$ cat src/logic/vtrig_pkg.sv
// package for the vertical trigger control block: register map, field codes, modes
// assumes a 32-bit classic wishbone slave and one 125 MHz clock
package vtrig_pkg;
	// register byte offsets
	localparam logic [3:0] MODE_OFS = 4'h0;
	localparam logic [3:0] CMD_OFS = 4'h4;
	localparam logic [3:0] STATUS_OFS = 4'h8;
	localparam logic [3:0] LINES_OFS = 4'hC;
	// mode register field positions
	localparam int MODE_LSB = 0;
	localparam int ROUTE_LSB = 4;
	localparam int POLA_BIT = 6;
	localparam int POLB_BIT = 7;
	localparam int SRC_LSB = 8;
	// command register bit positions
	localparam int CMD_SNAP_BIT = 0;
	localparam int CMD_GRAB_BIT = 1;
	localparam int CMD_FREEZE_BIT = 2;
	localparam int CMD_ABORT_BIT = 3;
	localparam int CMD_SWA_BIT = 4;
	localparam int CMD_SWA_LVL_BIT = 5;
	localparam int CMD_SWB_BIT = 6;
	localparam int CMD_SWB_LVL_BIT = 7;
	// reset values
	localparam logic [3:0] MODE_RESET = 4'h0;
	localparam logic [1:0] ROUTE_RESET = 2'h0;
	localparam logic [2:0] SRC_RESET = 3'h0;
	localparam logic [15:0] LINES_RESET = 16'h0400;
	localparam logic [31:0] UNMAPPED_READ = 32'h0000_0000;

	typedef enum logic [3:0] {
		mode_untriggered = 4'h0,
		mode_deferred_command = 4'h1,
		mode_grab_hold_window = 4'h2,
		mode_single_frame = 4'h3,
		mode_internal_single_frame = 4'h4,
		mode_window_first_input = 4'h5,
		mode_window_two_inputs = 4'h6,
		mode_window_level_repeat = 4'h7,
		mode_triggered_capture = 4'h8,
		mode_streaming_capture = 4'h9,
		mode_gated_streaming = 4'hA
	} trig_mode_t;

	typedef enum logic [1:0] {
		routing_shared = 2'h0,
		routing_split = 2'h1,
		routing_one_free = 2'h2
	} routing_t;

	typedef enum logic [2:0] {
		source_differential = 3'h0,
		source_single_ended = 3'h1,
		source_isolated = 3'h2,
		source_frame_valid = 3'h3,
		source_internal_generator = 3'h4,
		source_keep = 3'h7
	} source_t;

	localparam logic polarity_rising = 1'b0;
	localparam logic polarity_falling = 1'b1;

	typedef enum logic [1:0] {
		acq_idle = 2'b00,
		acq_armed = 2'b01,
		acq_frame = 2'b10,
		acq_lines = 2'b11
	} acq_state_t;
endpackage

$ cat src/logic/trig_edge_detect.sv
// edge detector for one trigger input with selectable polarity
// assumes the input is synchronous to clk_i
`timescale 1ns/1ps
`default_nettype none
module trig_edge_detect
	import vtrig_pkg::*;
(
	input wire logic clk_i,
	input wire logic rst_i,
	input wire logic trig_i,
	input wire logic polarity_i,
	output logic level_o,
	output logic assert_o,
	output logic deassert_o
);
	logic sync_reg, sync_next;
	logic stage_reg, stage_next;
	logic prev_reg, prev_next;
	logic active;

	// two stage sampler then a history flop
	always_comb begin
		sync_next = trig_i;
		stage_next = sync_reg;
		prev_next = active;
	end

	always_ff @(posedge clk_i) begin
		if (rst_i) begin
			sync_reg <= 1'b0;
			stage_reg <= 1'b0;
			prev_reg <= 1'b0;
		end else begin
			sync_reg <= sync_next;
			stage_reg <= stage_next;
			prev_reg <= prev_next;
		end
	end

	// polarity folds the falling edge onto an assertion
	assign active = stage_reg ^ (polarity_i == polarity_falling);
	assign level_o = active;
	assign assert_o = active & ~prev_reg;
	assign deassert_o = ~active & prev_reg;
endmodule
`default_nettype wire

$ cat src/logic/engine_window.sv
// per engine capture sequencer; one instance for each acquisition engine
// assumes trigger events are one-cycle pulses already polarity-corrected
`timescale 1ns/1ps
`default_nettype none
module engine_window
	import vtrig_pkg::*;
(
	input wire logic clk_i,
	input wire logic rst_i,
	input wire logic [3:0] mode_i,
	input wire logic free_i,
	input wire logic a_level_i,
	input wire logic a_rise_i,
	input wire logic a_fall_i,
	input wire logic b_rise_i,
	input wire logic snap_i,
	input wire logic grab_i,
	input wire logic stop_i,
	input wire logic frame_start_i,
	input wire logic frame_end_i,
	input wire logic line_i,
	input wire logic qual_i,
	input wire logic [15:0] max_lines_i,
	output logic capture_o,
	output logic accept_o,
	output logic pending_o,
	output logic grabbing_o
);
	acq_state_t state_reg, state_next;
	logic grab_reg, grab_next;
	logic cmd_grab_reg, cmd_grab_next;
	logic self_reg, self_next;
	logic [15:0] lines_reg, lines_next;
	trig_mode_t mode;

	assign mode = trig_mode_t'(mode_i);

	// next state of the capture sequencer
	always_comb begin
		state_next = state_reg;
		grab_next = grab_reg;
		cmd_grab_next = cmd_grab_reg;
		self_next = self_reg;
		lines_next = lines_reg;
		if (snap_i) begin
			cmd_grab_next = 1'b0;
		end
		if (grab_i) begin
			cmd_grab_next = 1'b1;
		end
		if (free_i || mode == mode_untriggered) begin
			// ignores triggers
			state_next = acq_frame;
			grab_next = 1'b1;
		end else begin
			case (state_reg)
				acq_idle: begin
					grab_next = 1'b0;
					lines_next = 16'h0000;
					case (mode)
						mode_deferred_command: if (snap_i || grab_i) state_next = acq_armed;
						mode_grab_hold_window: if (a_rise_i) begin
							state_next = acq_frame;
							grab_next = 1'b1;
						end
						mode_single_frame: if (a_rise_i) state_next = acq_armed;
						mode_internal_single_frame: state_next = acq_armed;
						mode_window_first_input, mode_window_two_inputs,
						mode_triggered_capture, mode_window_level_repeat: if (a_rise_i) state_next = acq_lines;
						mode_streaming_capture, mode_gated_streaming: if (a_rise_i) state_next = acq_lines;
						default: state_next = acq_idle;
					endcase
				end
				acq_armed: begin
					// deferred command waits for trigger, then frame start
					if (mode == mode_deferred_command && !self_reg) begin
						if (a_rise_i) self_next = 1'b1;
					end else if (frame_start_i) begin
						state_next = acq_frame;
						grab_next = (mode == mode_deferred_command) && cmd_grab_reg;
						self_next = 1'b0;
					end
				end
				acq_frame: begin
					if (mode == mode_grab_hold_window) begin
						if (a_fall_i) state_next = acq_idle;
					end else if (frame_end_i) begin
						if (grab_reg) state_next = acq_frame;
						else if (mode == mode_internal_single_frame) state_next = acq_armed;
						else state_next = acq_idle;
					end
				end
				acq_lines: begin
					if (line_i) lines_next = lines_reg + 16'h0001;
					case (mode)
						mode_window_first_input: if (a_fall_i || (line_i && lines_next >= max_lines_i))
							state_next = acq_idle;
						mode_window_two_inputs, mode_triggered_capture: if (b_rise_i
							|| (line_i && lines_next >= max_lines_i)) state_next = acq_idle;
						mode_window_level_repeat: if (a_fall_i) state_next = acq_idle;
							else if (frame_end_i && a_level_i) lines_next = 16'h0000;
							else if (frame_end_i) state_next = acq_idle;
						mode_streaming_capture, mode_gated_streaming: state_next = acq_lines;
						default: state_next = acq_idle;
					endcase
				end
				default: state_next = acq_idle;
			endcase
		end
		// freeze and abort act at once, except in untriggered mode or with free_i set
		if (stop_i && !(free_i || mode == mode_untriggered)) begin
			state_next = acq_idle;
			grab_next = 1'b0;
			self_next = 1'b0;
		end
	end

	always_ff @(posedge clk_i) begin
		if (rst_i) begin
			state_reg <= acq_idle;
			grab_reg <= 1'b0;
			cmd_grab_reg <= 1'b0;
			self_reg <= 1'b0;
			lines_reg <= 16'h0000;
		end else begin
			state_reg <= state_next;
			grab_reg <= grab_next;
			cmd_grab_reg <= cmd_grab_next;
			self_reg <= self_next;
			lines_reg <= lines_next;
		end
	end

	// outputs
	assign capture_o = (state_reg == acq_frame) || (state_reg == acq_lines);
	assign accept_o = capture_o && (mode != mode_gated_streaming || qual_i);
	assign pending_o = (state_reg == acq_armed);
	assign grabbing_o = grab_reg;
endmodule
`default_nettype wire

$ cat src/logic/vertical_trigger_control.sv
// vertical trigger control: wishbone registers, trigger pick, two capture engines
// assumes synchronous pins at 125 MHz and a classic wishbone master
// Functional notes
// - free-run ignores both triggers and acquires continuously
// - deferred command mode: trigger A starts latest snap or grab; B ignored
// - grab-hold mode: A asserts grab, A deasserts freeze
// - single-frame mode: each A assertion captures exactly one frame
// - internal single-frame: self triggers, external inputs ignored
// - window mode: lines start on A, stop on max or A deassert
// - two-input window: lines start on A, stop on max or B assert
// - level repeat: stops on A deassert, repeats frame while A held
// - streaming: A starts unbounded continuous acquisition
// - gated streaming: data accepted only while qualifier valid
// - polarity of A selects rising or falling edge detect
// - polarity of B selects rising or falling edge detect
// - routing: shared, A to J and B to K, or K free runs
// - source choice picks trigger origin; keep code leaves it unchanged
// - host reads back mode, routing and both polarities
// - software triggers act like hardware ones, without polarity
// - snap or grab pend until trigger; freeze and abort act at once, except on a free-running engine
//
// Local design decisions: the Wishbone interface to the registers and the register offsets.
`timescale 1ns/1ps
`default_nettype none
module vertical_trigger_control
	import vtrig_pkg::*;
(
	input wire logic clk_i,
	input wire logic rst_i,
	input wire logic cyc_i,
	input wire logic stb_i,
	input wire logic we_i,
	input wire logic [3:0] adr_i,
	input wire logic [3:0] sel_i,
	input wire logic [31:0] dat_i,
	output logic [31:0] dat_o,
	output logic ack_o,
	input wire logic [4:0] trig_a_pins_i,
	input wire logic trig_b_i,
	input wire logic camera_frame_valid_i,
	input wire logic internal_trigger_generator_i,
	input wire logic frame_start_i,
	input wire logic frame_end_i,
	input wire logic line_i,
	input wire logic qualifier_i,
	output logic capture_j_o,
	output logic capture_k_o,
	output logic accept_j_o,
	output logic accept_k_o
);
	logic [3:0] mode_reg, mode_next;
	logic [1:0] route_reg, route_next;
	logic pola_reg, pola_next;
	logic polb_reg, polb_next;
	logic [2:0] src_reg, src_next;
	logic [15:0] lines_reg, lines_next;
	logic swa_reg, swa_next;
	logic swb_reg, swb_next;
	logic ack_reg, ack_next;
	logic [31:0] rdat_reg, rdat_next;
	logic hw_a;
	logic a_lvl, a_rise, a_fall;
	logic b_lvl, b_rise, b_fall;
	logic swa_prev_reg, swa_prev_next;
	logic swb_prev_reg, swb_prev_next;
	logic sw_a_rise, sw_a_fall, sw_b_rise, sw_b_fall;
	logic ta_lvl, ta_rise, ta_fall, tb_lvl, tb_rise, tb_fall;
	logic k_a_lvl, k_a_rise, k_a_fall;
	logic wr, cmd_wr;
	logic snap, grab, stop, k_free;
	logic pend_j, pend_k, grab_j, grab_k;
	logic [31:0] status;

	// a write lands on the edge at which the master samples ack high
	assign wr = cyc_i && stb_i && we_i && ack_reg;
	assign cmd_wr = wr && adr_i == CMD_OFS && sel_i[0];
	assign snap = cmd_wr && dat_i[CMD_SNAP_BIT];
	assign grab = cmd_wr && dat_i[CMD_GRAB_BIT];
	assign stop = cmd_wr && (dat_i[CMD_FREEZE_BIT] || dat_i[CMD_ABORT_BIT]); // freeze and abort alike

	// trigger settings held in the mode register
	always_comb begin
		mode_next = mode_reg;
		route_next = route_reg;
		pola_next = pola_reg;
		polb_next = polb_reg;
		src_next = src_reg;
		if (wr && adr_i == MODE_OFS) begin
			if (sel_i[0]) begin
				mode_next = dat_i[MODE_LSB +: 4];
				route_next = dat_i[ROUTE_LSB +: 2];
				pola_next = dat_i[POLA_BIT];
				polb_next = dat_i[POLB_BIT];
			end
			// the keep code leaves the origin as it was
			if (sel_i[1] && source_t'(dat_i[SRC_LSB +: 3]) != source_keep) begin
				src_next = dat_i[SRC_LSB +: 3];
			end
		end
	end

	always_ff @(posedge clk_i) begin
		if (rst_i) begin
			mode_reg <= MODE_RESET;
			route_reg <= ROUTE_RESET;
			pola_reg <= polarity_rising;
			polb_reg <= polarity_rising;
			src_reg <= SRC_RESET;
		end else begin
			mode_reg <= mode_next;
			route_reg <= route_next;
			pola_reg <= pola_next;
			polb_reg <= polb_next;
			src_reg <= src_next;
		end
	end

	// maximum line count, each byte lane written under its own select
	always_comb begin
		lines_next = lines_reg;
		if (wr && adr_i == LINES_OFS) begin
			if (sel_i[0]) lines_next[7:0] = dat_i[7:0];
			if (sel_i[1]) lines_next[15:8] = dat_i[15:8];
		end
	end

	always_ff @(posedge clk_i) begin
		if (rst_i) begin
			lines_reg <= LINES_RESET;
		end else begin
			lines_reg <= lines_next;
		end
	end

	// software trigger levels and their history for edge finding
	always_comb begin
		swa_next = swa_reg;
		swb_next = swb_reg;
		swa_prev_next = swa_reg;
		swb_prev_next = swb_reg;
		if (cmd_wr && dat_i[CMD_SWA_BIT]) swa_next = dat_i[CMD_SWA_LVL_BIT];
		if (cmd_wr && dat_i[CMD_SWB_BIT]) swb_next = dat_i[CMD_SWB_LVL_BIT];
	end

	always_ff @(posedge clk_i) begin
		if (rst_i) begin
			swa_reg <= 1'b0;
			swb_reg <= 1'b0;
			swa_prev_reg <= 1'b0;
			swb_prev_reg <= 1'b0;
		end else begin
			swa_reg <= swa_next;
			swb_reg <= swb_next;
			swa_prev_reg <= swa_prev_next;
			swb_prev_reg <= swb_prev_next;
		end
	end

	// live status word for the host
	assign status = {26'h0, grab_k, grab_j, pend_k, pend_j, capture_k_o, capture_j_o};

	// bus answer one cycle after the request, read data with it
	always_comb begin
		ack_next = cyc_i && stb_i && !ack_reg; // drops after one cycle even if stb stays
		rdat_next = rdat_reg;
		if (cyc_i && stb_i && !ack_reg) begin
			case (adr_i)
				// settings read back as programmed
				MODE_OFS: rdat_next = {21'h0, src_reg, polb_reg, pola_reg, route_reg, mode_reg};
				CMD_OFS: rdat_next = {24'h0, swb_reg, 1'b0, swa_reg, 5'h0};
				STATUS_OFS: rdat_next = status;
				LINES_OFS: rdat_next = {16'h0, lines_reg};
				default: rdat_next = UNMAPPED_READ;
			endcase
		end
	end

	always_ff @(posedge clk_i) begin
		if (rst_i) begin
			ack_reg <= 1'b0;
			rdat_reg <= 32'h0000_0000;
		end else begin
			ack_reg <= ack_next;
			rdat_reg <= rdat_next;
		end
	end

	assign ack_o = ack_reg;
	assign dat_o = rdat_reg;

	// trigger A origin multiplexer
	always_comb begin
		case (source_t'(src_reg))
			source_differential: hw_a = trig_a_pins_i[0];
			source_single_ended: hw_a = trig_a_pins_i[1];
			source_isolated: hw_a = trig_a_pins_i[2];
			source_frame_valid: hw_a = camera_frame_valid_i;
			source_internal_generator: hw_a = internal_trigger_generator_i;
			default: hw_a = 1'b0;
		endcase
	end

	// synchronise and edge detect each trigger
	trig_edge_detect u_edge_a (
		.clk_i(clk_i),
		.rst_i(rst_i),
		.trig_i(hw_a),
		.polarity_i(pola_reg),
		.level_o(a_lvl),
		.assert_o(a_rise),
		.deassert_o(a_fall)
	);

	// trigger B has a single pin and its own polarity
	trig_edge_detect u_edge_b (
		.clk_i(clk_i),
		.rst_i(rst_i),
		.trig_i(trig_b_i),
		.polarity_i(polb_reg),
		.level_o(b_lvl),
		.assert_o(b_rise),
		.deassert_o(b_fall)
	);

	// software edges from the level history
	assign sw_a_rise = swa_reg & ~swa_prev_reg;
	assign sw_a_fall = ~swa_reg & swa_prev_reg;
	assign sw_b_rise = swb_reg & ~swb_prev_reg;
	assign sw_b_fall = ~swb_reg & swb_prev_reg;

	// software triggers merge after polarity
	// a pin edge is masked while software already holds the trigger up
	assign ta_lvl = a_lvl | swa_reg;
	assign ta_rise = (a_rise & ~swa_reg) | (sw_a_rise & ~a_lvl);
	assign ta_fall = (a_fall & ~swa_reg) | (sw_a_fall & ~a_lvl);
	assign tb_lvl = b_lvl | swb_reg;
	assign tb_rise = (b_rise & ~swb_reg) | (sw_b_rise & ~b_lvl);
	assign tb_fall = (b_fall & ~swb_reg) | (sw_b_fall & ~b_lvl);

	// engine K takes B as its start trigger when split
	always_comb begin
		if (route_reg == routing_split) begin
			k_a_lvl = tb_lvl;
			k_a_rise = tb_rise;
			k_a_fall = tb_fall;
		end else begin
			k_a_lvl = ta_lvl;
			k_a_rise = ta_rise;
			k_a_fall = ta_fall;
		end
	end

	// K runs free of any trigger in that routing
	assign k_free = route_reg == routing_one_free;

	// engine J always follows trigger A

	engine_window u_engine_j (
		.clk_i(clk_i),
		.rst_i(rst_i),
		.mode_i(mode_reg),
		.free_i(1'b0),
		.a_level_i(ta_lvl),
		.a_rise_i(ta_rise),
		.a_fall_i(ta_fall),
		.b_rise_i(tb_rise),
		.snap_i(snap),
		.grab_i(grab),
		.stop_i(stop),
		.frame_start_i(frame_start_i),
		.frame_end_i(frame_end_i),
		.line_i(line_i),
		.qual_i(qualifier_i),
		.max_lines_i(lines_reg),
		.capture_o(capture_j_o),
		.accept_o(accept_j_o),
		.pending_o(pend_j),
		.grabbing_o(grab_j)
	);

	// engine K follows A, or B when split, or nothing when free
	engine_window u_engine_k (
		.clk_i(clk_i),
		.rst_i(rst_i),
		.mode_i(mode_reg),
		.free_i(k_free),
		.a_level_i(k_a_lvl),
		.a_rise_i(k_a_rise),
		.a_fall_i(k_a_fall),
		.b_rise_i(tb_rise),
		.snap_i(snap),
		.grab_i(grab),
		.stop_i(stop),
		.frame_start_i(frame_start_i),
		.frame_end_i(frame_end_i),
		.line_i(line_i),
		.qual_i(qualifier_i),
		.max_lines_i(lines_reg),
		.capture_o(capture_k_o),
		.accept_o(accept_k_o),
		.pending_o(pend_k),
		.grabbing_o(grab_k)
	);
endmodule
`default_nettype wire

$ cat config.mk
export PLATFORM = sky130hd
export DESIGN_NAME = vertical_trigger_control
export DESIGN_NICKNAME = d
export VERILOG_FILES = /design/src/logic/vtrig_pkg.sv /design/src/logic/trig_edge_detect.sv /design/src/logic/engine_window.sv /design/src/logic/vertical_trigger_control.sv
export SDC_FILE = /design/constraint.sdc
export NUM_CORES = 1
export LEC_CHECK = 0
export BUFFER_PORTS_ARGS = -buffer_cell sky130_fd_sc_hd__buf_4
export CAP_MARGIN = 10
export CORE_ASPECT_RATIO = 1.2
export CORE_UTILIZATION = 51
export DETAILED_ROUTE_END_ITERATION = 7
export GPL_ROUTABILITY_DRIVEN = 0
export PLACE_DENSITY = 0.74
export SLEW_MARGIN = 40
export SYNTH_ARGS = -nofsm -noshare
export SYNTH_HDL_FRONTEND = slang
export SYNTH_SLANG_ARGS = --single-unit
$ cat constraint.sdc
create_clock -name clk_i -period 7.3 [get_ports clk_i]
set_input_delay 1.825 -clock clk_i [delete_from_list [all_inputs] [get_ports clk_i]]
set_output_delay 1.825 -clock clk_i [all_outputs]
set_load 0.02 [all_outputs]
# Word-level counts from Yosys, hierarchy flattened
# Cells that the tools add are included.
totals:
  output_inout_bits: 37
  in_bits: 57
  ff_bits: 111
classes:
  eq_ne: 77
  addsub: 2
  n_mux: 73
  n_reduce_logical: 73
  bitwise: 34
  n_lt_le_gt_ge: 2
ops:
  columns: ["operator", "count"]
  rows:
  - ["$mux W16", 12]
  - ["$pmux W16 S2", 2]
  - ["$pmux W16 S4", 1]
  - ["$mux W2", 29]
  - ["$ne A4 B3 Y1 const B", 12]
  - ["$reduce_and A12 Y1", 4]
  - ["$ne A3 B2 Y1 const B", 12]
  - ["$add A16 B1 Y16 const B", 2]
  - ["$ge A16 B16 Y1", 2]
  - ["$ne A4 B2 Y1 const B", 8]
  - ["$pmux W2 S4", 4]
  - ["$ne A3 B3 Y1 const B", 9]
  - ["$logic_and A1 B1 Y1", 25]
  - ["$eq A4 B3 Y1 const B", 5]
  - ["$eq A4 B4 Y1 const B", 5]
  - ["$mux W1", 20]
  - ["$ne A5 B3 Y1 const B", 4]
  - ["$pmux W2 S5", 2]
  - ["$and A1 B1 Y1", 16]
  - ["$ne A2 B2 Y1 const B", 6]
  - ["$reduce_and A2 Y1", 6]
  - ["$eq A2 B2 Y1 const B", 5]
  - ["$logic_or A1 B1 Y1", 10]
  - ["$not A1 Y1", 10]
  - ["other kinds (22)", 50]

# Longest topological paths before layout
# Gate-level depths: netlist of the first run.
depth:
  word_depth: 11
  ltp_mapped: 13
  ltp_nobuf: 13

# Modules after synthesis
# Synthesis of the first run repeated with hierarchy kept, for this count alone.
hier_totals:
  hier_cells: 818
  hier_area_um2: 6722.7
modules_own_cells:
  columns: ["mod", "seq_area_each_um2", "instances", "area_per_inst_um2", "cells_each"]
  rows:
  - ["vertical_trigger_control", 960.9, 1, 2418.6, 262]
  - ["engine_window (u_engine_j)", 420.4, 1, 2064.5, 267]
  - ["engine_window (u_engine_k)", 420.4, 1, 2026.9, 269]
  - ["trig_edge_detect", 60.1, 2, 106.4, 10]

# Least setup slack after synthesis of the first run
# Ideal clock, no wire load.
synth_path:
  kind: "in2reg"
  startpoint: "input port line_i"
  endpoint: "register u_engine_k.state_reg[1]"
  cell_stages: 13
  n_path_buf: 1
  slack_ns: 2.515
  arrival_time_ns: 4.662
  cell_sequence: "buf_2 nand3_1 nor3_1 and3_1 nand3_1 xnor2_1 ha_1 nand4_1 a211o_1 nor3_1 o41a_1 o311a_2 mux2_1"
synth_between:
  elab_chain_cells: 8
synth_lines:
  columns: ["item", "line_no", "text"]
  rows:
  - ["start, declared", "vertical_trigger_control.sv:44", "input wire logic line_i,"]
  - ["$mux W16", "engine_window.sv:94", "if (line_i) lines_next = lines_reg + 16'h0001;"]
  - ["$mux W16", "engine_window.sv:56", "case (state_reg)"]
  - ["$mux W16", "engine_window.sv:51", "if (free_i || mode == mode_untriggered) begin"]
  - ["$ge A16 B16 Y1", "engine_window.sv:96, engine_window.sv:99", null]
  - ["$logic_and A1 B1 Y1 *", "engine_window.sv:96, engine_window.sv:99", null]
  - ["$logic_or A1 B1 Y1, on equally long branches", "engine_window.sv:99, engine_window.sv:96", null]
  - ["$ne A4 B2 Y1 (no line)", null, null]
  - ["$reduce_and A12 Y1 (no line) *", null, null]
  - ["end signal, assigned", "engine_window.sv:120", "state_reg <= acq_idle;"]
  - ["end signal, assigned", "engine_window.sv:126", "state_reg <= state_next;"]
  - ["end, declared", "engine_window.sv:29", "acq_state_t state_reg, state_next;"]
# Every way passes the cells marked *; elsewhere a longest branch is shown, timed or not. The select of a mux whose other input is x is not followed.
# A chain may end at the register's enable or synchronous reset.

# Final worst setup path of the first run
layout_path:
  startpoint: "input port line_i"
  endpoint: "register u_engine_j.state_reg[0]"
layout_between:
  elab_chain_cells: 8
layout_lines:
  columns: ["item", "line_no"]
  rows:
  - ["$mux W16", "engine_window.sv:94"]
  - ["$mux W16", "engine_window.sv:56"]
  - ["$mux W16", "engine_window.sv:51"]
  - ["$ge A16 B16 Y1", "engine_window.sv:96, engine_window.sv:99"]
  - ["$logic_and A1 B1 Y1 *", "engine_window.sv:96, engine_window.sv:99"]
  - ["$logic_or A1 B1 Y1, on equally long branches", "engine_window.sv:99, engine_window.sv:96"]
  - ["$ne A3 B2 Y1 (no line)", null]
  - ["$reduce_and A12 Y1 (no line) *", null]
  - ["end signal, assigned", "engine_window.sv:120"]
  - ["end signal, assigned", "engine_window.sv:126"]
  - ["end, declared", "engine_window.sv:29"]
# Marks and branches as above.

==> qor.txt, run 1 <==
status -> completed
fmax -> 0.201 GHz
Initial DRT Pass Iterations -> 5
Setup CP Type -> in2reg
WL final -> 15500 um
vias in the first global route -> 5243
P_leak -> 2.83 nW
Routed met3 length -> 768 um
Min Clock Period, post-route -> 4.98 ns
sequential area share after synthesis -> 31.9%
Area after DPL -> 0.00641 mm^2
Post-Route M1 WL -> 6560 um
hold_buf cts -> 0
Net Switching -> 0.265 mW
WP data required -> 7.52 ns
half-perimeter wire length after placement -> 11600 um
max-slew violation count -> 0
total number of vias -> 5486
post-synth top area share -> 31.9%
Setup Total Neg Slack -> 0 ns
DRC viols -> 0
Worst Hold Class -> reg2reg
top post-synthesis cells by area -> dfxtp_1, ha_1, nor2_1, mux2i_1, a22oi_1
post-route ant nets -> 0
Die Span X -> 101 um
Nets -> 858
Setup Skew -> 0.00873 ns
worst slew pin tran -> 0.834 ns
CTS tree -> done
relative slew slack -> 44.2%
Starting Density -> 53.2%
row cnt -> 42
Reg power frac -> 49.8%
Final Util -> 59.8%
CTS max path bufs -> 2
slowest cell on the critical path -> nor4_1
area grow syn2layout -> 12.3%
largest net degree at the start of global routing -> 95
final hold violation count -> 0
Setup Buffers After CTS -> 0
I/O pin total -> 94
H-Tree Depth -> 3
CP delay by family, top -> compound AO/OA/AOI/OAI gates
mapped cell area -> 0.00596 mm^2
cell chain of the critical path -> buf_4 -> nand4_1 -> nor4_1 -> and3_1 -> and3_1 -> xor2_1 -> ha_1 -> a211oi_1 -> o311ai_0 -> a21oi_1 -> o221a_2 -> o21ai_0 -> a2111oi_0
number of setup violations in the final report -> 0
PortBufs -> 57
# fillers -> 1037
antenna cell count -> 0
pwr dens -> 157 mW/mm^2
DR WL met2 -> 7660 um
Crit path arrival time -> 5.21 ns
Seq cells post-synth -> 95
Die Y -> 120 um
drt wl/cell -> 16.9 um
CP Buf/Inv Count -> 1
post-synthesis instance total -> 725
Logic pwr share -> 7.3%
CTS buffer count -> 9
initial antenna violation count -> 0
post_cts resized -> 0
Top Layer Used -> met4
grt total ovfl -> 0
Global Route Usage Sum -> 26.3%
Worst path max stage delay -> 0.47 ns
RSZ-0062 raised after global routing -> no
clock latency at the later pin of the worst-skew pair -> 0.35 ns
power consumption -> 1.05 mW
Worst IR Drop VDD -> 0.100 mV
Root Driver -> clkbuf_16
1st-iter DRT viols -> 348
EDFF count, synth -> 0
Vias per Instance -> 5.98
Final period util -> 68.3%
die area -> 0.0121 mm^2
area leader, netlist -> dfxtp_1
Crit Path Max Fanout -> 20
CP endpoint kind -> flop
Core ar. -> 0.0112 mm^2
clock network fraction of design power -> 42.9%
ys async rst share -> 0%
Clock Pin Slew Worst Setup and Hold Paths -> 0.07 ns
cell mode on critical path -> and3_1
Synth Flop Type -> dfxtp_1
max-cap violation count -> 0
switch share -> 25.2%
Netlist cell types -> 69
layout cells sized above 1 -> 12.0%
global-route wire length before repair -> 25300 um
Ys Warns -> 0
Cell Int Power -> 0.787 mW
syn avg cell area -> 8.22 um^2
CP Launch Type -> input port
clock sink total -> 95
post-layout instance area -> 0.00670 mm^2
[layer usage]
layer,vias to the layer above,track usage [%]
met3,33,3.87
met4,0,11.5
met5,-,0
met2,163,45.6
met1,2633,32.2
li1,2657,-
[area by class of cell]
type                    count  area (um^2)  share of cell area [%]
inverters                  32          120                    1.79
multi-input cells         562         3760                    56.1
flip-flops and latches     95         1900                    28.4
clock inverters             6         51.3                   0.766
well taps                 154          193                    2.88
clock buffers              10          229                    3.42
repair buffers             59          444                    6.63
[cell usage in the layout (no fill, tap or decap), types with 9 or more instances in the layout]
master / netlist / final
clkbuf_16: 0 / 9
nor3b_1: 9 / 9
conb_1: 1 / 16
nand2_1: 35 / 35
xnor2_1: 19 / 19
buf_4: 16 / 57
a22oi_1: 34 / 34
nand4_1: 13 / 13
nor2_1: 106 / 106
nor2b_1: 11 / 11
inv_1: 32 / 32
o21ai_0: 33 / 33
ha_1: 42 / 42
and3_1: 14 / 14
nor3_1: 21 / 20
dfxtp_1: 95 / 95
xor2_1: 15 / 15
mux2i_1: 29 / 29
a22o_1: 9 / 9
a21oi_1: 39 / 39
nand3_1: 23 / 23
[worst paths after layout]
kind / startpoint / to / slack [ns] / cells after the start
hold / removal: u_edge_a.stage_next / u_edge_a.stage_reg / 0.43 / 1
setup / recovery: line_i / u_engine_j.state_reg[0] / 2.32 / 13
hold reg to reg: u_edge_a.stage_next / u_edge_a.stage_reg / 0.43 / 1
setup reg to reg: u_engine_k.lines_reg[3] / u_engine_k.state_reg[1] / 3.50 / 12
[logic make-up (layout without fill, tap and decap cells)]
family | count (synthesis) | after routing | synth area share (%)
AOI/OAI and AO/OA | 169 | 169 | 19.5
xor gates and xnor gates | 34 | 34 | 5.00
adders and majority gates | 42 | 42 | 8.82
buffers and inverters | 83 | 107 | 6.36
DFF | 95 | 95 | 31.9
muxes | 38 | 38 | 6.95
other | 1 | 16 | 0.0629
and+or+nand+nor | 263 | 263 | 21.4
[metrics by stage]
stage / hold slack (ns) / instances / worst slack [ns]
after detailed placement: 0.420 / 902 / 1.91
after CTS: 0.434 / 918 / 2.27
after floorplan: 0.414 / 740 / 2.52
final: 0.428 / 918 / 2.32
after global routing: 0.454 / 918 / 1.96
after global placement: 0.427 / 901 / 2.05
[power by group through the flow]
stage               clock, mW  sequential, mW  combinational (mW)
floorplan                   0           0.535              0.0510
CTS                     0.459           0.524              0.0758
global route            0.481           0.524              0.0829
detailed placement          0           0.536              0.0753
global placement            0           0.536              0.0740
finish                  0.452           0.524              0.0765
[synthesized netlist by cell type (21+ instances only)]
| master | count |
|---|---|
| nor2_1 | 106 |
| dfxtp_1 | 95 |
| ha_1 | 42 |
| a21oi_1 | 39 |
| nand2_1 | 35 |
| a22oi_1 | 34 |
| o21ai_0 | 33 |
| inv_1 | 32 |
| mux2i_1 | 29 |
| clkbuf_1 | 25 |
| nand3_1 | 23 |
| nor3_1 | 21 |
[worst register-to-register path: stages (launching register included)]
cell	delay, ns
dfxtp_1	0.43
nand3_1	0.20
nor3_1	0.59
and3_1	0.36
nand3_1	0.13
xnor2_1	0.15
ha_1	0.30
nand4_1	0.18
a211o_1	0.12
nor3_1	0.05
o41a_1	0.46
o311a_2	0.42
mux2_1	0.31
(Power assumes the default switching activity.)
==> run 2, diff against run 1 <==
==> constraint.sdc (replaced) <==
create_clock -name clk_i -period 5.1 [get_ports clk_i]
set_input_delay 1.275 -clock clk_i [delete_from_list [all_inputs] [get_ports clk_i]]
set_output_delay 1.275 -clock clk_i [all_outputs]
set_load 0.02 [all_outputs]
==> run 2 against run 1 <==
Net effect: flip-flop and latch count stayed put; register-to-register slack worse by 2.2 ns; largest cell class unchanged; critical path depth stayed put; global-route usage is 0.23 points higher; total power is 41% higher; core utilization is 0.13 points lower; first-iteration DRC count is 9.2% lower; highest routed layer unchanged; critical endpoint is now u_engine_k.state_reg[1]; non-clock buffer count is 1 higher.
==> qor.txt, run 2 (same netlist as run 1, synthesis figures left out) <==
status -> completed
Worst Hold Class -> reg2reg
Starting Density -> 53.2% (unchanged)
antenna cell count -> 0 (unchanged)
Worst IR Drop VDD -> 0.147 mV (+47%)
Setup Total Neg Slack -> 0 ns (unchanged)
global-route wire length before repair -> 25500 um (+0.68%)
post-route ant nets -> 0 (unchanged)
I/O pin total -> 94 (unchanged)
clock sink total -> 95 (unchanged)
Hold Worst Slack -> 0.439 ns (+0.0116 ns)
max-cap violation count -> 0 (unchanged)
die area -> 0.0121 mm^2 (unchanged)
Nets -> 859 (+0.12%)
WL final -> 15400 um (-0.32%)
CP endpoint kind -> flop
area grow syn2layout -> 12.1%
row cnt -> 42 (unchanged)
largest net degree at the start of global routing -> 95 (unchanged)
Final Util -> 59.7% (-0.13 points)
hold_buf cts -> 0 (unchanged)
vias in the first global route -> 5346 (+2.0%)
Initial DRT Pass Iterations -> 5 (unchanged)
relative slew slack -> 47.0% (+2.8 points)
CTS buffer count -> 9 (unchanged)
drt wl/cell -> 16.8 um (-0.32%)
PortBufs -> 57 (unchanged)
Clock Pin Slew Worst Setup and Hold Paths -> 0.07 ns (about the same)
Setup CP Type -> in2reg
CTS max path bufs -> 2 (unchanged)
CTS tree -> done
post_cts resized -> 0 (unchanged)
fmax -> 0.224 GHz
half-perimeter wire length after placement -> 11500 um (-0.79%)
Worst Setup SP -> line_i
Die Y -> 120 um (unchanged)
WP data required -> 5.33 ns (-2.19 ns)
Final period util -> 87.4%
Core ar. -> 0.0112 mm^2 (unchanged)
1st-iter DRT viols -> 316 (-9.2%)
final hold violation count -> 0 (unchanged)
Die Span X -> 101 um (unchanged)
DRC viols -> 0 (unchanged)
clock latency at the later pin of the worst-skew pair -> 0.36 ns (about the same)
pwr dens -> 223 mW/mm^2 (+42%)
Min Clock Period, post-route -> 4.46 ns
commonest non-fill, non-tap cell in the layout -> nor2_1
H-Tree Depth -> 3 (unchanged)
RSZ-0062 raised after global routing -> no
Setup Skew -> 0.0117 ns (+0.00292 ns)
grt total ovfl -> 0 (unchanged)
Vias per Instance -> 6.04 (+1.1%)
origin of the worst min-delay path -> u_edge_a.stage_next
initial antenna violation count -> 0 (unchanged)
worst slew pin tran -> 0.793 ns (-0.0411 ns)
Crit Reg-Reg Startpoint -> u_engine_k.lines_reg[2]
layout cells sized above 1 -> 11.8% (-0.26 points)
number of setup violations in the final report -> 0 (unchanged)
most frequent cells in the layout -> nor2_1, dfxtp_1, buf_4
Crit path arrival time -> 4.69 ns (-0.52 ns)
P_leak -> 2.82 nW (-0.57%)
total number of vias -> 5546 (+1.1%)
Root Driver -> clkbuf_16
Crit Path Max Fanout -> 20 (unchanged)
CP Launch Type -> input port
Global Route Usage Sum -> 26.6% (+0.23 points)
Setup Buffers After CTS -> 0 (unchanged)
max-slew violation count -> 0 (unchanged)
==> run 2: worst paths after layout <==
path | endpoint | slack [ns] | depth (start not counted)
max | u_engine_k.state_reg[1] | 0.64 | 13
min reg2reg | u_edge_a.stage_reg | 0.44 | 1
min | u_edge_a.stage_reg | 0.44 | 1
max reg2reg | u_engine_k.state_reg[1] | 1.29 | 12
==> run 2: where the power goes <==
part | total, mW | switching [mW] | internal (mW)
logic | 0.110 | 0.0682 | 0.0416
clock network | 0.629 | 0.298 | 0.330
registers | 0.750 | 0.00368 | 0.746
==> run 2: through the flow <==
step	total power, mW	cells	worst slack, ns	cell area, um^2
CTS	1.49	918	0.637	6680
detailed placement	0.875	903	0.287	6420
global placement	0.872	902	0.432	6390
finish	1.49	918	0.641	6680
global route	1.54	918	0.312	6680
floorplan	0.839	740	0.865	6020
==> run 2: final cells by class <==
class	instances	area, um^2
clock buffer	11	233
clock inverter	4	31.3
fill	985	4510
inverter	32	120
multi-input combinational	562	3750
sequential	95	1900
tap	154	193
timing repair buffer	60	452
==> run 2: critical path: stages <==
cell and delay (ns):
buf_4 0.20, nand3_1 0.13, nor3_1 0.55, and3_1 0.35
nand3_1 0.14, xnor2_1 0.16, ha_1 0.31, nand4_1 0.19
a211o_1 0.13, nor3_1 0.05, o41a_1 0.45, o311a_2 0.41
mux2_1 0.33
==> run 2: routing by layer <==
layer	global-route usage [%]	routed length [um]	vias up
met2	46.6	7810	174
met5	0	0	-
met4	11.0	431	0
met3	4.97	756	38
li1	-	-	2652
met1	31.5	6440	2682
